--- src/mbw_defs.svh ---
// Constants for the serial-link point map and watchdog block.
// Assumes inclusion by bare name from the package and the design modules.
`ifndef MBW_DEFS_SVH
`define MBW_DEFS_SVH

// ==========================================================================
// Timing
`define MBW_CLK_PERIOD_NS   8
`define MBW_SEC_NS          1000000000
`define MBW_BAUD            4800
`define MBW_DATA_BITS       4'h8
`define MBW_STOP_BITS       2'h2
`define MBW_PARITY_EN       1'b0

// ==========================================================================
// Point map
`define MBW_COIL_BASE       16'h0001
`define MBW_COIL_NUM        16'h0010
`define MBW_INST_BASE       16'h2711
`define MBW_INST_NUM        16'h0010
`define MBW_IREG_BASE       16'h7531
`define MBW_IREG_NUM        16'h0008
`define MBW_HREG_BASE       16'h9c41
`define MBW_HREG_NUM        16'h0004
`define MBW_RAW_MAX         16'h7fff

// ==========================================================================
// Configuration limits and reset values
`define MBW_WD_TMO_MIN      16'h000a
`define MBW_WD_TMO_RST      16'h000a
`define MBW_STATION_RST     8'h00
`define MBW_STATION_NONE    8'h00

// ==========================================================================
// Exception codes
`define MBW_EXC_NONE        8'h00
`define MBW_EXC_FUNC        8'h01
`define MBW_EXC_ADDR        8'h02
`define MBW_EXC_VALUE       8'h03

`endif

--- src/mbw_pkg.sv ---
// Types shared by the point map and watchdog block.
// Assumes mbw_defs.svh is on the include path.
`include "mbw_defs.svh"

package mbw_pkg;

  // ========================================================================
  // Decoded query from the link and its answer.
  typedef struct packed {
    logic        valid;
    logic        write;
    logic [7:0]  unit;
    logic [15:0] addr;
    logic [15:0] wdata;
  } mbw_req_t;

  typedef struct packed {
    logic        valid;
    logic        from_store;
    logic [7:0]  exc;
    logic [15:0] rdata;
  } mbw_rsp_t;

  // ========================================================================
  // Configuration load and stored-status update.
  typedef struct packed {
    logic        wd_en;
    logic [15:0] wd_timeout;
    logic [7:0]  station;
  } mbw_cfg_t;

  typedef struct packed {
    logic        valid;
    logic [7:0]  unit;
    logic [15:0] status;
  } mbw_upd_t;

  // ========================================================================
  // Fixed character format of the serial link.
  typedef struct packed {
    logic [15:0] bit_cycles;
    logic [3:0]  data_bits;
    logic        parity_en;
    logic [1:0]  stop_bits;
  } mbw_fmt_t;

  typedef enum logic [1:0] {
    MBW_WD_OFF   = 2'h0,
    MBW_WD_RUN   = 2'h1,
    MBW_WD_ALARM = 2'h3
  } mbw_wd_state_t;

endpackage : mbw_pkg

--- src/mbw_point_map.sv ---
// Serial-link I/O point map with link watchdog and status store.
// Assumes queries arrive already framed and decoded, synchronous to clk_sys.
`timescale 1ns/1ps
`default_nettype none
`include "mbw_defs.svh"

module mbw_point_map #(
  parameter int SEC_CYCLES = `MBW_SEC_NS / `MBW_CLK_PERIOD_NS
) (
  input  wire logic                clk_sys,
  input  wire logic                rst,
  input  wire mbw_pkg::mbw_req_t   req,
  output mbw_pkg::mbw_rsp_t        rsp,
  output mbw_pkg::mbw_req_t        fwd,
  input  wire logic                cfg_wr,
  input  wire mbw_pkg::mbw_cfg_t   cfg,
  input  wire logic                rbe_en,
  input  wire mbw_pkg::mbw_upd_t   upd,
  input  wire logic [15:0]         din_pin,
  input  wire logic [7:0][15:0]    ain_raw,
  output logic      [15:0]         dout_on,
  output logic      [3:0][15:0]    aout_raw,
  output logic                     wd_alarm,
  output mbw_pkg::mbw_fmt_t        link_fmt
);

  localparam int BIT_CYCLES = `MBW_SEC_NS / (`MBW_CLK_PERIOD_NS * `MBW_BAUD);

  function automatic logic in_rng(input logic [15:0] a, input logic [15:0] base,
                                  input logic [15:0] num);
    in_rng = (a >= base) && (a < base + num);
  endfunction : in_rng

  function automatic logic [15:0] sat_raw(input logic [15:0] v);
    sat_raw = (v > `MBW_RAW_MAX) ? `MBW_RAW_MAX : v;
  endfunction : sat_raw

  // ========================================================================
  // Configuration.
  logic [15:0]           dout_reg;
  logic [3:0][15:0]      aout_reg;
  logic                  wd_en_reg;
  logic [15:0]           wd_timeout_reg;
  logic [7:0]            station_reg;
  logic [15:0]           tmo_next;

  assign tmo_next = (cfg.wd_timeout < `MBW_WD_TMO_MIN) ? `MBW_WD_TMO_MIN : cfg.wd_timeout;

  always_ff @(posedge clk_sys) begin
    if (rst) begin
      wd_en_reg      <= 1'b0;
      wd_timeout_reg <= `MBW_WD_TMO_RST;
      station_reg    <= `MBW_STATION_RST;
    end else if (cfg_wr) begin
      wd_en_reg      <= cfg.wd_en;
      wd_timeout_reg <= tmo_next;
      if (cfg.station != `MBW_STATION_NONE) begin
        station_reg <= cfg.station;
      end
    end
  end

  // ========================================================================
  // Point decode.
  wire       own     = req.valid && (station_reg != `MBW_STATION_NONE)
                       && (req.unit == station_reg);
  wire       foreign = req.valid && !own;
  wire       is_coil = in_rng(req.addr, `MBW_COIL_BASE, `MBW_COIL_NUM);
  wire       is_inst = in_rng(req.addr, `MBW_INST_BASE, `MBW_INST_NUM);
  wire       is_ireg = in_rng(req.addr, `MBW_IREG_BASE, `MBW_IREG_NUM);
  wire       is_hreg = in_rng(req.addr, `MBW_HREG_BASE, `MBW_HREG_NUM);
  wire [15:0] off_coil = req.addr - `MBW_COIL_BASE;
  wire [15:0] off_inst = req.addr - `MBW_INST_BASE;
  wire [15:0] off_ireg = req.addr - `MBW_IREG_BASE;
  wire [15:0] off_hreg = req.addr - `MBW_HREG_BASE;
  wire       ro_point = is_inst || is_ireg;
  wire       bad_coil = is_coil && req.write && (req.wdata > 16'h0001);
  wire       bad_hreg = is_hreg && req.write && (req.wdata > `MBW_RAW_MAX);
  wire       coil_wr  = own && req.write && is_coil && !bad_coil;
  wire       hreg_wr  = own && req.write && is_hreg && !bad_hreg;

  wire [7:0] exc_next =
      !(is_coil || ro_point || is_hreg) ? `MBW_EXC_ADDR :
      (req.write && ro_point)           ? `MBW_EXC_FUNC :
      (bad_coil || bad_hreg)            ? `MBW_EXC_VALUE : `MBW_EXC_NONE;

  wire [15:0] rd_next =
      is_coil ? {15'h0000, dout_reg[off_coil[3:0]]} :
      is_inst ? {15'h0000, ~din_pin[off_inst[3:0]]} :
      is_ireg ? sat_raw(ain_raw[off_ireg[2:0]]) :
      is_hreg ? aout_reg[off_hreg[1:0]] : 16'h0000;

  // ========================================================================
  // Outputs and answer.
  logic                  rsp_v_reg;
  logic                  rsp_mem_reg;
  logic [7:0]            rsp_exc_reg;
  logic [15:0]           rsp_dat_reg;
  mbw_pkg::mbw_req_t     fwd_reg;
  logic [15:0]           mem_rdata;

  always_ff @(posedge clk_sys) begin
    if (rst) begin
      dout_reg <= 16'h0000;
      aout_reg <= '0;
    end else begin
      if (coil_wr) dout_reg[off_coil[3:0]] <= req.wdata[0];
      if (hreg_wr) aout_reg[off_hreg[1:0]] <= req.wdata;
    end
  end

  always_ff @(posedge clk_sys) begin
    if (rst) begin
      rsp_v_reg   <= 1'b0;
      rsp_mem_reg <= 1'b0;
      rsp_exc_reg <= `MBW_EXC_NONE;
      rsp_dat_reg <= 16'h0000;
      fwd_reg     <= '0;
    end else begin
      rsp_v_reg   <= own || (foreign && rbe_en);
      rsp_mem_reg <= foreign && rbe_en;
      rsp_exc_reg <= own ? exc_next : `MBW_EXC_NONE;
      rsp_dat_reg <= (own && exc_next == `MBW_EXC_NONE) ? rd_next : 16'h0000;
      fwd_reg     <= req;
      fwd_reg.valid <= foreign && !rbe_en;
    end
  end

  mbw_status_mem #(
    .AW (8),
    .DW (16)
  ) u_store (
    .clk_sys (clk_sys),
    .wr_en   (upd.valid),
    .wr_addr (upd.unit),
    .wr_data (upd.status),
    .rd_addr (req.unit),
    .rd_data (mem_rdata)
  );

  assign rsp.valid      = rsp_v_reg;
  assign rsp.from_store = rsp_mem_reg;
  assign rsp.exc        = rsp_exc_reg;
  assign rsp.rdata      = rsp_mem_reg ? mem_rdata : rsp_dat_reg;
  assign fwd            = fwd_reg;
  assign aout_raw       = aout_reg;

  // ========================================================================
  // Link watchdog.
  mbw_pkg::mbw_wd_state_t wd_state_reg;
  mbw_pkg::mbw_wd_state_t wd_state_next;
  logic [31:0]           tick_reg;
  logic [15:0]           sec_reg;
  wire                   sec_tick = (tick_reg == 32'(SEC_CYCLES - 1));
  wire                   expired  = (sec_reg >= wd_timeout_reg);

  always_comb begin
    case (wd_state_reg)
      mbw_pkg::MBW_WD_OFF:   wd_state_next = wd_en_reg ? mbw_pkg::MBW_WD_RUN : mbw_pkg::MBW_WD_OFF;
      mbw_pkg::MBW_WD_RUN:   wd_state_next = !wd_en_reg ? mbw_pkg::MBW_WD_OFF :
                                             (expired && !req.valid) ? mbw_pkg::MBW_WD_ALARM :
                                             mbw_pkg::MBW_WD_RUN;
      mbw_pkg::MBW_WD_ALARM: wd_state_next = !wd_en_reg ? mbw_pkg::MBW_WD_OFF :
                                             req.valid ? mbw_pkg::MBW_WD_RUN :
                                             mbw_pkg::MBW_WD_ALARM;
      default:               wd_state_next = mbw_pkg::MBW_WD_OFF;
    endcase
  end

  always_ff @(posedge clk_sys) begin
    if (rst) begin
      wd_state_reg <= mbw_pkg::MBW_WD_OFF;
      tick_reg     <= 32'h0000_0000;
      sec_reg      <= 16'h0000;
    end else begin
      wd_state_reg <= wd_state_next;
      if (req.valid || wd_state_reg == mbw_pkg::MBW_WD_OFF) begin
        tick_reg <= 32'h0000_0000;
        sec_reg  <= 16'h0000;
      end else if (sec_tick) begin
        tick_reg <= 32'h0000_0000;
        if (sec_reg != 16'hffff) sec_reg <= sec_reg + 16'h0001;
      end else begin
        tick_reg <= tick_reg + 32'h0000_0001;
      end
    end
  end

  assign wd_alarm   = (wd_state_reg == mbw_pkg::MBW_WD_ALARM);
  assign dout_on    = {dout_reg[15:1], dout_reg[0] | wd_alarm};
  assign link_fmt.bit_cycles = 16'(BIT_CYCLES);
  assign link_fmt.data_bits  = `MBW_DATA_BITS;
  assign link_fmt.parity_en  = `MBW_PARITY_EN;
  assign link_fmt.stop_bits  = `MBW_STOP_BITS;

  // ========================================================================
  // Checks.
  a_alarm_out_on: assert property (@(posedge clk_sys) disable iff (rst)
    wd_alarm |-> dout_on[0] && $past(wd_en_reg)) else $error("alarm without output one");
  a_wd_reset_off: assert property (@(posedge clk_sys) disable iff (rst)
    $past(rst) |-> !wd_en_reg && !wd_alarm) else $error("watchdog enabled after reset");
  a_tmo_floor: assert property (@(posedge clk_sys) disable iff (rst)
    wd_timeout_reg >= `MBW_WD_TMO_MIN) else $error("timeout below minimum");
  a_query_restart: assert property (@(posedge clk_sys) disable iff (rst)
    req.valid |=> sec_reg == 16'h0000 && !wd_alarm) else $error("query did not restart count");
  a_station_zero_kept: assert property (@(posedge clk_sys) disable iff (rst)
    cfg_wr && cfg.station == `MBW_STATION_NONE |=> $stable(station_reg))
    else $error("station set to zero");
  a_unmapped_exc: assert property (@(posedge clk_sys) disable iff (rst)
    own && !(is_coil || is_inst || is_ireg || is_hreg) |=> rsp.exc == `MBW_EXC_ADDR)
    else $error("unmapped address answered");
  a_input_readonly: assert property (@(posedge clk_sys) disable iff (rst)
    own && req.write && ro_point |=> rsp.exc == `MBW_EXC_FUNC && $stable(aout_reg)
    && $stable(dout_reg)) else $error("input point written");
  a_coil_write: assert property (@(posedge clk_sys) disable iff (rst)
    coil_wr |=> dout_reg[$past(off_coil[3:0])] == $past(req.wdata[0]))
    else $error("coil write lost");
  a_ain_range: assert property (@(posedge clk_sys) disable iff (rst)
    own && is_ireg && !req.write |=> rsp.rdata <= `MBW_RAW_MAX) else $error("raw above max");
  a_aout_range: assert property (@(posedge clk_sys) disable iff (rst)
    aout_reg[0] <= `MBW_RAW_MAX && aout_reg[3] <= `MBW_RAW_MAX) else $error("output above max");
  a_store_answer: assert property (@(posedge clk_sys) disable iff (rst)
    foreign && rbe_en |=> rsp.valid && rsp.from_store && !fwd.valid)
    else $error("store poll not answered");

  c_alarm_raised: cover property (@(posedge clk_sys) disable iff (rst) $rose(wd_alarm));
  c_coil_write:   cover property (@(posedge clk_sys) disable iff (rst) coil_wr);
  c_store_poll:   cover property (@(posedge clk_sys) disable iff (rst) foreign && rbe_en);

endmodule : mbw_point_map

`default_nettype wire

--- src/mbw_status_mem.sv ---
// Last-known status store, one word per remote unit.
// Assumes one clock and a synchronous active-high reset upstream.
`timescale 1ns/1ps
`default_nettype none

module mbw_status_mem #(
  parameter int AW = 8,
  parameter int DW = 16
) (
  input  wire logic          clk_sys,
  input  wire logic          wr_en,
  input  wire logic [AW-1:0] wr_addr,
  input  wire logic [DW-1:0] wr_data,
  input  wire logic [AW-1:0] rd_addr,
  output logic      [DW-1:0] rd_data
);

  logic [DW-1:0] mem_reg [0:(1<<AW)-1];

  // ========================================================================
  // Write port and registered read port.
  always_ff @(posedge clk_sys) begin
    if (wr_en) begin
      mem_reg[wr_addr] <= wr_data;
    end
    rd_data <= mem_reg[rd_addr];
  end

endmodule : mbw_status_mem

`default_nettype wire

--- config.mk ---
export PLATFORM = sky130hd
export DESIGN_NAME = mbw_point_map
export DESIGN_NICKNAME = d
export VERILOG_FILES = /design/src/mbw_pkg.sv /design/src/mbw_point_map.sv /design/src/mbw_status_mem.sv
export VERILOG_INCLUDE_DIRS = /design/src
export SDC_FILE = /design/constraint.sdc
export NUM_CORES = 2
export LEC_CHECK = 0
export BUFFER_PORTS_ARGS = -buffer_cell sky130_fd_sc_hd__buf_2
export CAP_MARGIN = 20
export CORE_MARGIN = 2
export CORE_UTILIZATION = 40
export CTS_BUF_LIST = sky130_fd_sc_hd__clkbuf_4
export DETAILED_ROUTE_END_ITERATION = 6
export PLACE_DENSITY = 0.6
export SYNTH_ARGS = -nofsm -noshare
export SYNTH_HDL_FRONTEND = slang
export SYNTH_SLANG_ARGS = --single-unit
--- constraint.sdc ---
create_clock -name clk_sys -period 3.45 [get_ports clk_sys]
set_input_delay 0.1725 -clock clk_sys [delete_from_list [all_inputs] [get_ports clk_sys]]
set_output_delay 0.1725 -clock clk_sys [all_outputs]
set_load 0.01 [all_outputs]
-- Word-level counts from Yosys, hierarchy flattened
Memories as Yosys holds them, arrays and structs flattened. A register that Yosys moved wholly into a read port is not among the register bits.
Index checks and enable logic that the tools add are counted.
- register bits: 223
- memory bits (writable): 4096
- output and inout bits: 172
- word-level logic and storage cells: 133
- memories: 1
- add/subtract/negate cells: 6
- order comparisons: 19
- equal/unequal tests: 5
- mux-type cells: 32
- bitwise operators: 4
- reductions and logical operators: 45
- memory list (name ; depth ; bits a word ; rd ports ; clocked after Yosys merged registers in ; write ports ; RTL line ; source):
    u_store.mem_reg ; 256 ; 16 ; 1 ; 1 ; 1 ; mbw_status_mem.sv:18 ; logic [DW-1:0] mem_reg [0:(1<<AW)-1];
- operators by type and width (cell ; count):
    two-way mux 16 bit ; 8
    bitwise mux 64 bit ; 1
    binary-select mux 16 bit (select 3 bit) ; 1
    adder 32 x 1 -> 32 bit (second input constant) ; 1
    binary-select mux 16 bit (select 2 bit) ; 1
    demux 16 bit (select 2 bit) ; 1
    equality test 32 x 27 -> 1 bit (second input constant) ; 1
    > comparator 16 x 15 -> 1 bit (second input constant) ; 2
    logical AND 1 bit ; 23
    adder 16 x 1 -> 16 bit (second input constant) ; 1
    bitwise mux 16 bit ; 1
    greater-or-equal comparator 16 x 1 -> 1 bit (second input constant) ; 1
    greater-or-equal comparator 16 x 14 -> 1 bit (second input constant) ; 1
    greater-or-equal comparator 16 x 15 -> 1 bit (second input constant) ; 1
    greater-or-equal comparator 16 bit ; 1
    greater-or-equal comparator 16 bit (second input constant) ; 1
    > comparator 16 x 1 -> 1 bit (second input constant) ; 1
    less-than comparator 16 x 14 -> 1 bit (second input constant) ; 1
    less-than comparator 16 x 15 -> 1 bit (second input constant) ; 1
    less-than comparator 16 bit (second input constant) ; 1
    less-than comparator 16 x 4 -> 1 bit (second input constant) ; 1
    less-than comparator 16 x 5 -> 1 bit (second input constant) ; 1
    inequality test 16 bit (second input constant) ; 1
    nonzero test 8 bit ; 2
    other kinds (26) ; 56

-- Logic depth before layout (Yosys ltp)
- depth after elaboration: 12
- depth in mapped cells: 14

-- Modules after synthesis
Synthesis repeated with hierarchy kept, for this count alone.
- cell total of the unflattened synthesis: 8471
- area total of the unflattened synthesis: 169704.0 um2
- modules (own cells, without submodules) (module ; instances ; cells an instance ; area each (um2)):
    mbw_status_mem ; 1 ; 7360 ; 158714.7
    mbw_point_map ; 1 ; 1111 ; 10989.3

-- Worst setup path after synthesis
No wires, ideal clock.
- path type: input-to-reg
- from: input port req[16] (netlist bit)
- to: register rsp_dat_reg[10]
- arrival: 3630 ps
- path slack: -312 ps
- stages on the path: 12
- buffers on the path: 7
- cells stage by stage: buf_2 buf_1 buf_2 inv_1 ha_1 clkbuf_1 clkbuf_1 buf_1 clkbuf_1 mux4_2 nand2_1 a21oi_1
- word-level cells in the longest chain between the ends: 12
- ends and longest elaborated chain (item ; RTL line ; source):
    start: declaration ; mbw_point_map.sv:12 ; input wire mbw_pkg::mbw_req_t req,
    parallel branches: the longest is 12 deep, another holds > comparator 16 x 15 -> 1 bit ; -- ;
    end signal: assignment ; mbw_point_map.sv:123 ; rsp_dat_reg <= (own && exc_next == `MBW_EXC_NONE) ? rd_next : 16'h0000;
    end: declaration ; mbw_point_map.sv:98 ; logic [15:0] rsp_dat_reg;
Parallel ways; which one is timed is not known. The select of a mux whose other input is x is not followed.
A chain may end at the register's enable or synchronous reset.

-- Final worst setup path
- from: input port upd[21] (netlist bit)
- to: memory u_store.mem_reg[156][9] (enable)
- RTL lines (item ; RTL line ; source):
    start: declaration ; mbw_point_map.sv:18 ; input wire mbw_pkg::mbw_upd_t upd,
    end: declaration ; mbw_status_mem.sv:18 ;
Straight into the memory's write port.

==> metrics <==
min Tclk post-route=3.53 ns; root buf cell=clkbuf_4; CP arrival=4.82 ns; Cells after Synth=8439; Avg Cell Area, Syn=20.1 µm²; post-synthesis cell area=169000 µm²; final wirelength=525 mm; area grow syn2layout=19.5%; EDFF count, synth=4096; Worst setup SP type=input pin; combinational share of power=6.3%; RePlAce Congestion=0.980; largest net degree at the start of global routing=135; synth top area cells=edfxtp_1 (73%), mux4_2 (13%), dfxtp_1 (2.8%); number of top-level pins=412; Die ar.=428000 µm²; outcome=finished with violations; Clk network pwr share=40.3%; grt ovf=0; Num CTS Buffers=1174; Synth top area share=72.7%; Die W=655 µm; max FFs per register=4096; net load switching power=24600 µW; Ys Warns=0; number of distinct library cells after synthesis=76; Sw Share=22.8%; Initial Util=40.2%; worst hold slack=0.107 ns; DR vias/cell=5.69; Crit Path Max Fanout=16; Die Ht=655 µm; TritonRoute pass-1 iters=6; Crit-path slowest cell=dlygate4sd3_1; htree depth=7; clock sinks=4329; RSZ-0062 raised after global routing=no; count leader, synth=edfxtp_1; prevailing post-synth register cell=edfxtp_1; power per cell area=535 nW/µm²; clock skew=0.175 ns; Total GRT Usage=24.3%; buffers plus inverters on the worst setup path=9; Final ANT Viol Nets=0; clock latency on the worst-skew pair=1.69 ns; violated checks=negative setup slack; clock transition at the registers of the reported paths=0.07 ns; pin slew with the least headroom to its limit=1.25 ns; Worst slew margin=16.4%; Longest Clk Path Bufs=5; Slew Viols, Final=0; initial antenna violation count=62; Nets=11038; first-pass GRT wire length=731 mm; Seq/Total Area, Yosys=75.4%; class of the worst hold path=in2reg; CP Cell Sequence=dlygate4sd3_1, dlygate4sd3_1, buf_2, dlygate4sd3_1, nor2b_1, dlygate4sd3_1, buf_4, nand3_1, nor2_1, dlygate4sd3_1, dlygate4sd3_1, buf_6; Reg power frac=53.4%; leading area contributor after synthesis=edfxtp_1; Layout Cell Area excl Fill=202000 µm²; vias in the first global route=99125; CP Class=in2reg; DP HPWL=324 mm; CTS tree=yes; post-synthesis register bit count=4329; final worst-path cycle share=102%; Achievable Freq=0.284 GHz; Hold Vio Cnt, Final=0; core box area=421000 µm²; DR vias=97746; Req. time, crit path=4.75 ns; Crit path largest cell delay=0.68 ns; most frequent cells after synthesis=edfxtp_1 (4096), mux4_2 (952), nor2_1 (475); static leakage=0.0678 µW; CP delay by family, top=buffers and inverters; # setup viols final=8; DRC viols=0; Power Internal=83600 µW; PortBufs=382; share of cells above drive strength 1=35.6%; maximum VDD drop=284 µV; Filler Cell Count=35042; Row Count=238; fraction of registers with async set/reset=0%; maxcap violations=0; DP Area=183000 µm²; routed length per instance=30.6 µm; initial drt markers=12424; CP Capture Type=flop; fin worst setup slack=-0.0769 ns; cell repeated most along the worst path=dlygate4sd3_1
-- power by group through the flow --
stage	Clock [µW]	Combinational [µW]	Sequential, µW
6_report	43600	6850	57800
5_1_grt	47400	7080	57700
4_1_cts	44600	6750	57700
3_5_place_dp	0	6140	58900
3_3_place_gp	0	6050	58900
2_1_floorplan	0	2950	58800
-- through the flow --
| step | power (µW) | util [%] | cells | TNS, ns | worst slack, ns |
|---|---|---|---|---|---|
| finish | 108000 | 48.1 | 17168 | -0.253 | -0.0769 |
| global route | 112000 | 48.0 | 17145 | 0 | 0.0209 |
| CTS | 109000 | 48.0 | 17123 | 0 | 0.0109 |
| detailed placement | 65000 | 43.5 | 14754 | -1.36 | -0.344 |
| global placement | 64900 | 43.5 | 14753 | -1.74 | -0.538 |
| floorplan | 61700 | - | 8466 | 0 | 0.0730 |
-- kinds of logic (layout without fill, tap and decap cells) --
| kind of cell | after synthesis | after routing | share of synthesized area [%] |
|---|---|---|---|
| adders and majority gates | 24 | 24 | 0.177 |
| xor gates and xnor gates | 49 | 49 | 0.254 |
| and+or+nand+nor | 1202 | 1202 | 3.37 |
| buffers and inverters | 581 | 3602 | 1.86 |
| other | 2 | 70 | 0.00444 |
| muxes | 1477 | 1477 | 15.8 |
| AOI/OAI and AO/OA | 775 | 775 | 3.10 |
| DFF | 4329 | 4329 | 75.4 |
-- per-layer routing --
layer / up-vias / wire, µm / global-route usage [%] / share of wire [%]
li1: 40267 / - / - / -
met1: 50813 / 199000 / 31.2 / 38
met2: 5682 / 251000 / 38.6 / 48
met3: 964 / 50500 / 6.16 / 9.6
met4: 20 / 23400 / 12.0 / 4.5
met5: - / 157 / 0 / 0.030
-- worst reg2reg max path, cell delays in order (launching register included) --
cell and delay [ns]:
dfxtp_1 0.40, xnor2_1 0.13, and3_1 0.16, dlygate4sd3_1 0.55, o2111ai_1 0.15, dlygate4sd3_1 0.60, or2_2 0.35, nor3_1 0.81
-- area by class of cell --
class                   count  area (µm²)  share of cell area (%)
inverters                  32         130                  0.0643
repair buffers           1681       14600                    7.20
clock buffers            1661       12500                    6.17
flip-flops and latches   4329      128000                    63.1
clock inverters           228        1380                   0.682
diodes                     41         103                  0.0507
multi-input cells        3556       38900                    19.2
well taps                5640        7060                    3.49
-- cells in the final DEF, fill, tap and decap left out, types with 20 or more instances in the layout --
cell / instances
o21ai_0: 83
nand3_1: 142
buf_4: 726
a211oi_1: 42
ha_1: 23
nor3_1: 85
o211ai_1: 35
nor2b_1: 49
edfxtp_1: 4096
diode_2: 41
clkinv_1: 158
mux2i_1: 443
mux4_2: 952
a21oi_1: 217
nand2_1: 218
xor2_1: 27
mux2_2: 82
nor2_2: 54
nor4_1: 49
dlygate4sd3_1: 455
o221ai_1: 136
clkinv_2: 24
buf_2: 360
dfxtp_1: 232
xnor2_1: 20
inv_1: 29
o22ai_1: 82
conb_1: 29
a221oi_1: 35
nand4_1: 29
a22oi_1: 67
inv_2: 24
nor2_1: 421
a2111oi_0: 20
clkbuf_4: 1661
a22o_1: 23
buf_12: 93
-- final timing paths --
| path | startpoint | end | depth (start not counted) | slack, ns |
|---|---|---|---|---|
| max | upd[21] | u_store.mem_reg[156][9] | 12 | -0.08 |
| min | req[16] | fwd[16] | 6 | 0.11 |
| max reg2reg | station_reg[6] | rsp_exc_reg[1] | 7 | 0.09 |
| min reg2reg | tick_reg[0] | tick_reg[0] | 1 | 0.46 |
-- timing repair --
action | CTS | global route
endpoints found under the hold margin | 8425 | 0
gates resized for setup | 0 | 22
setup buffers | 0 | 4
endpoints found under the setup margin | 0 | 69
hold buffers | 480 | 0
(Power assumes the default switching activity.)
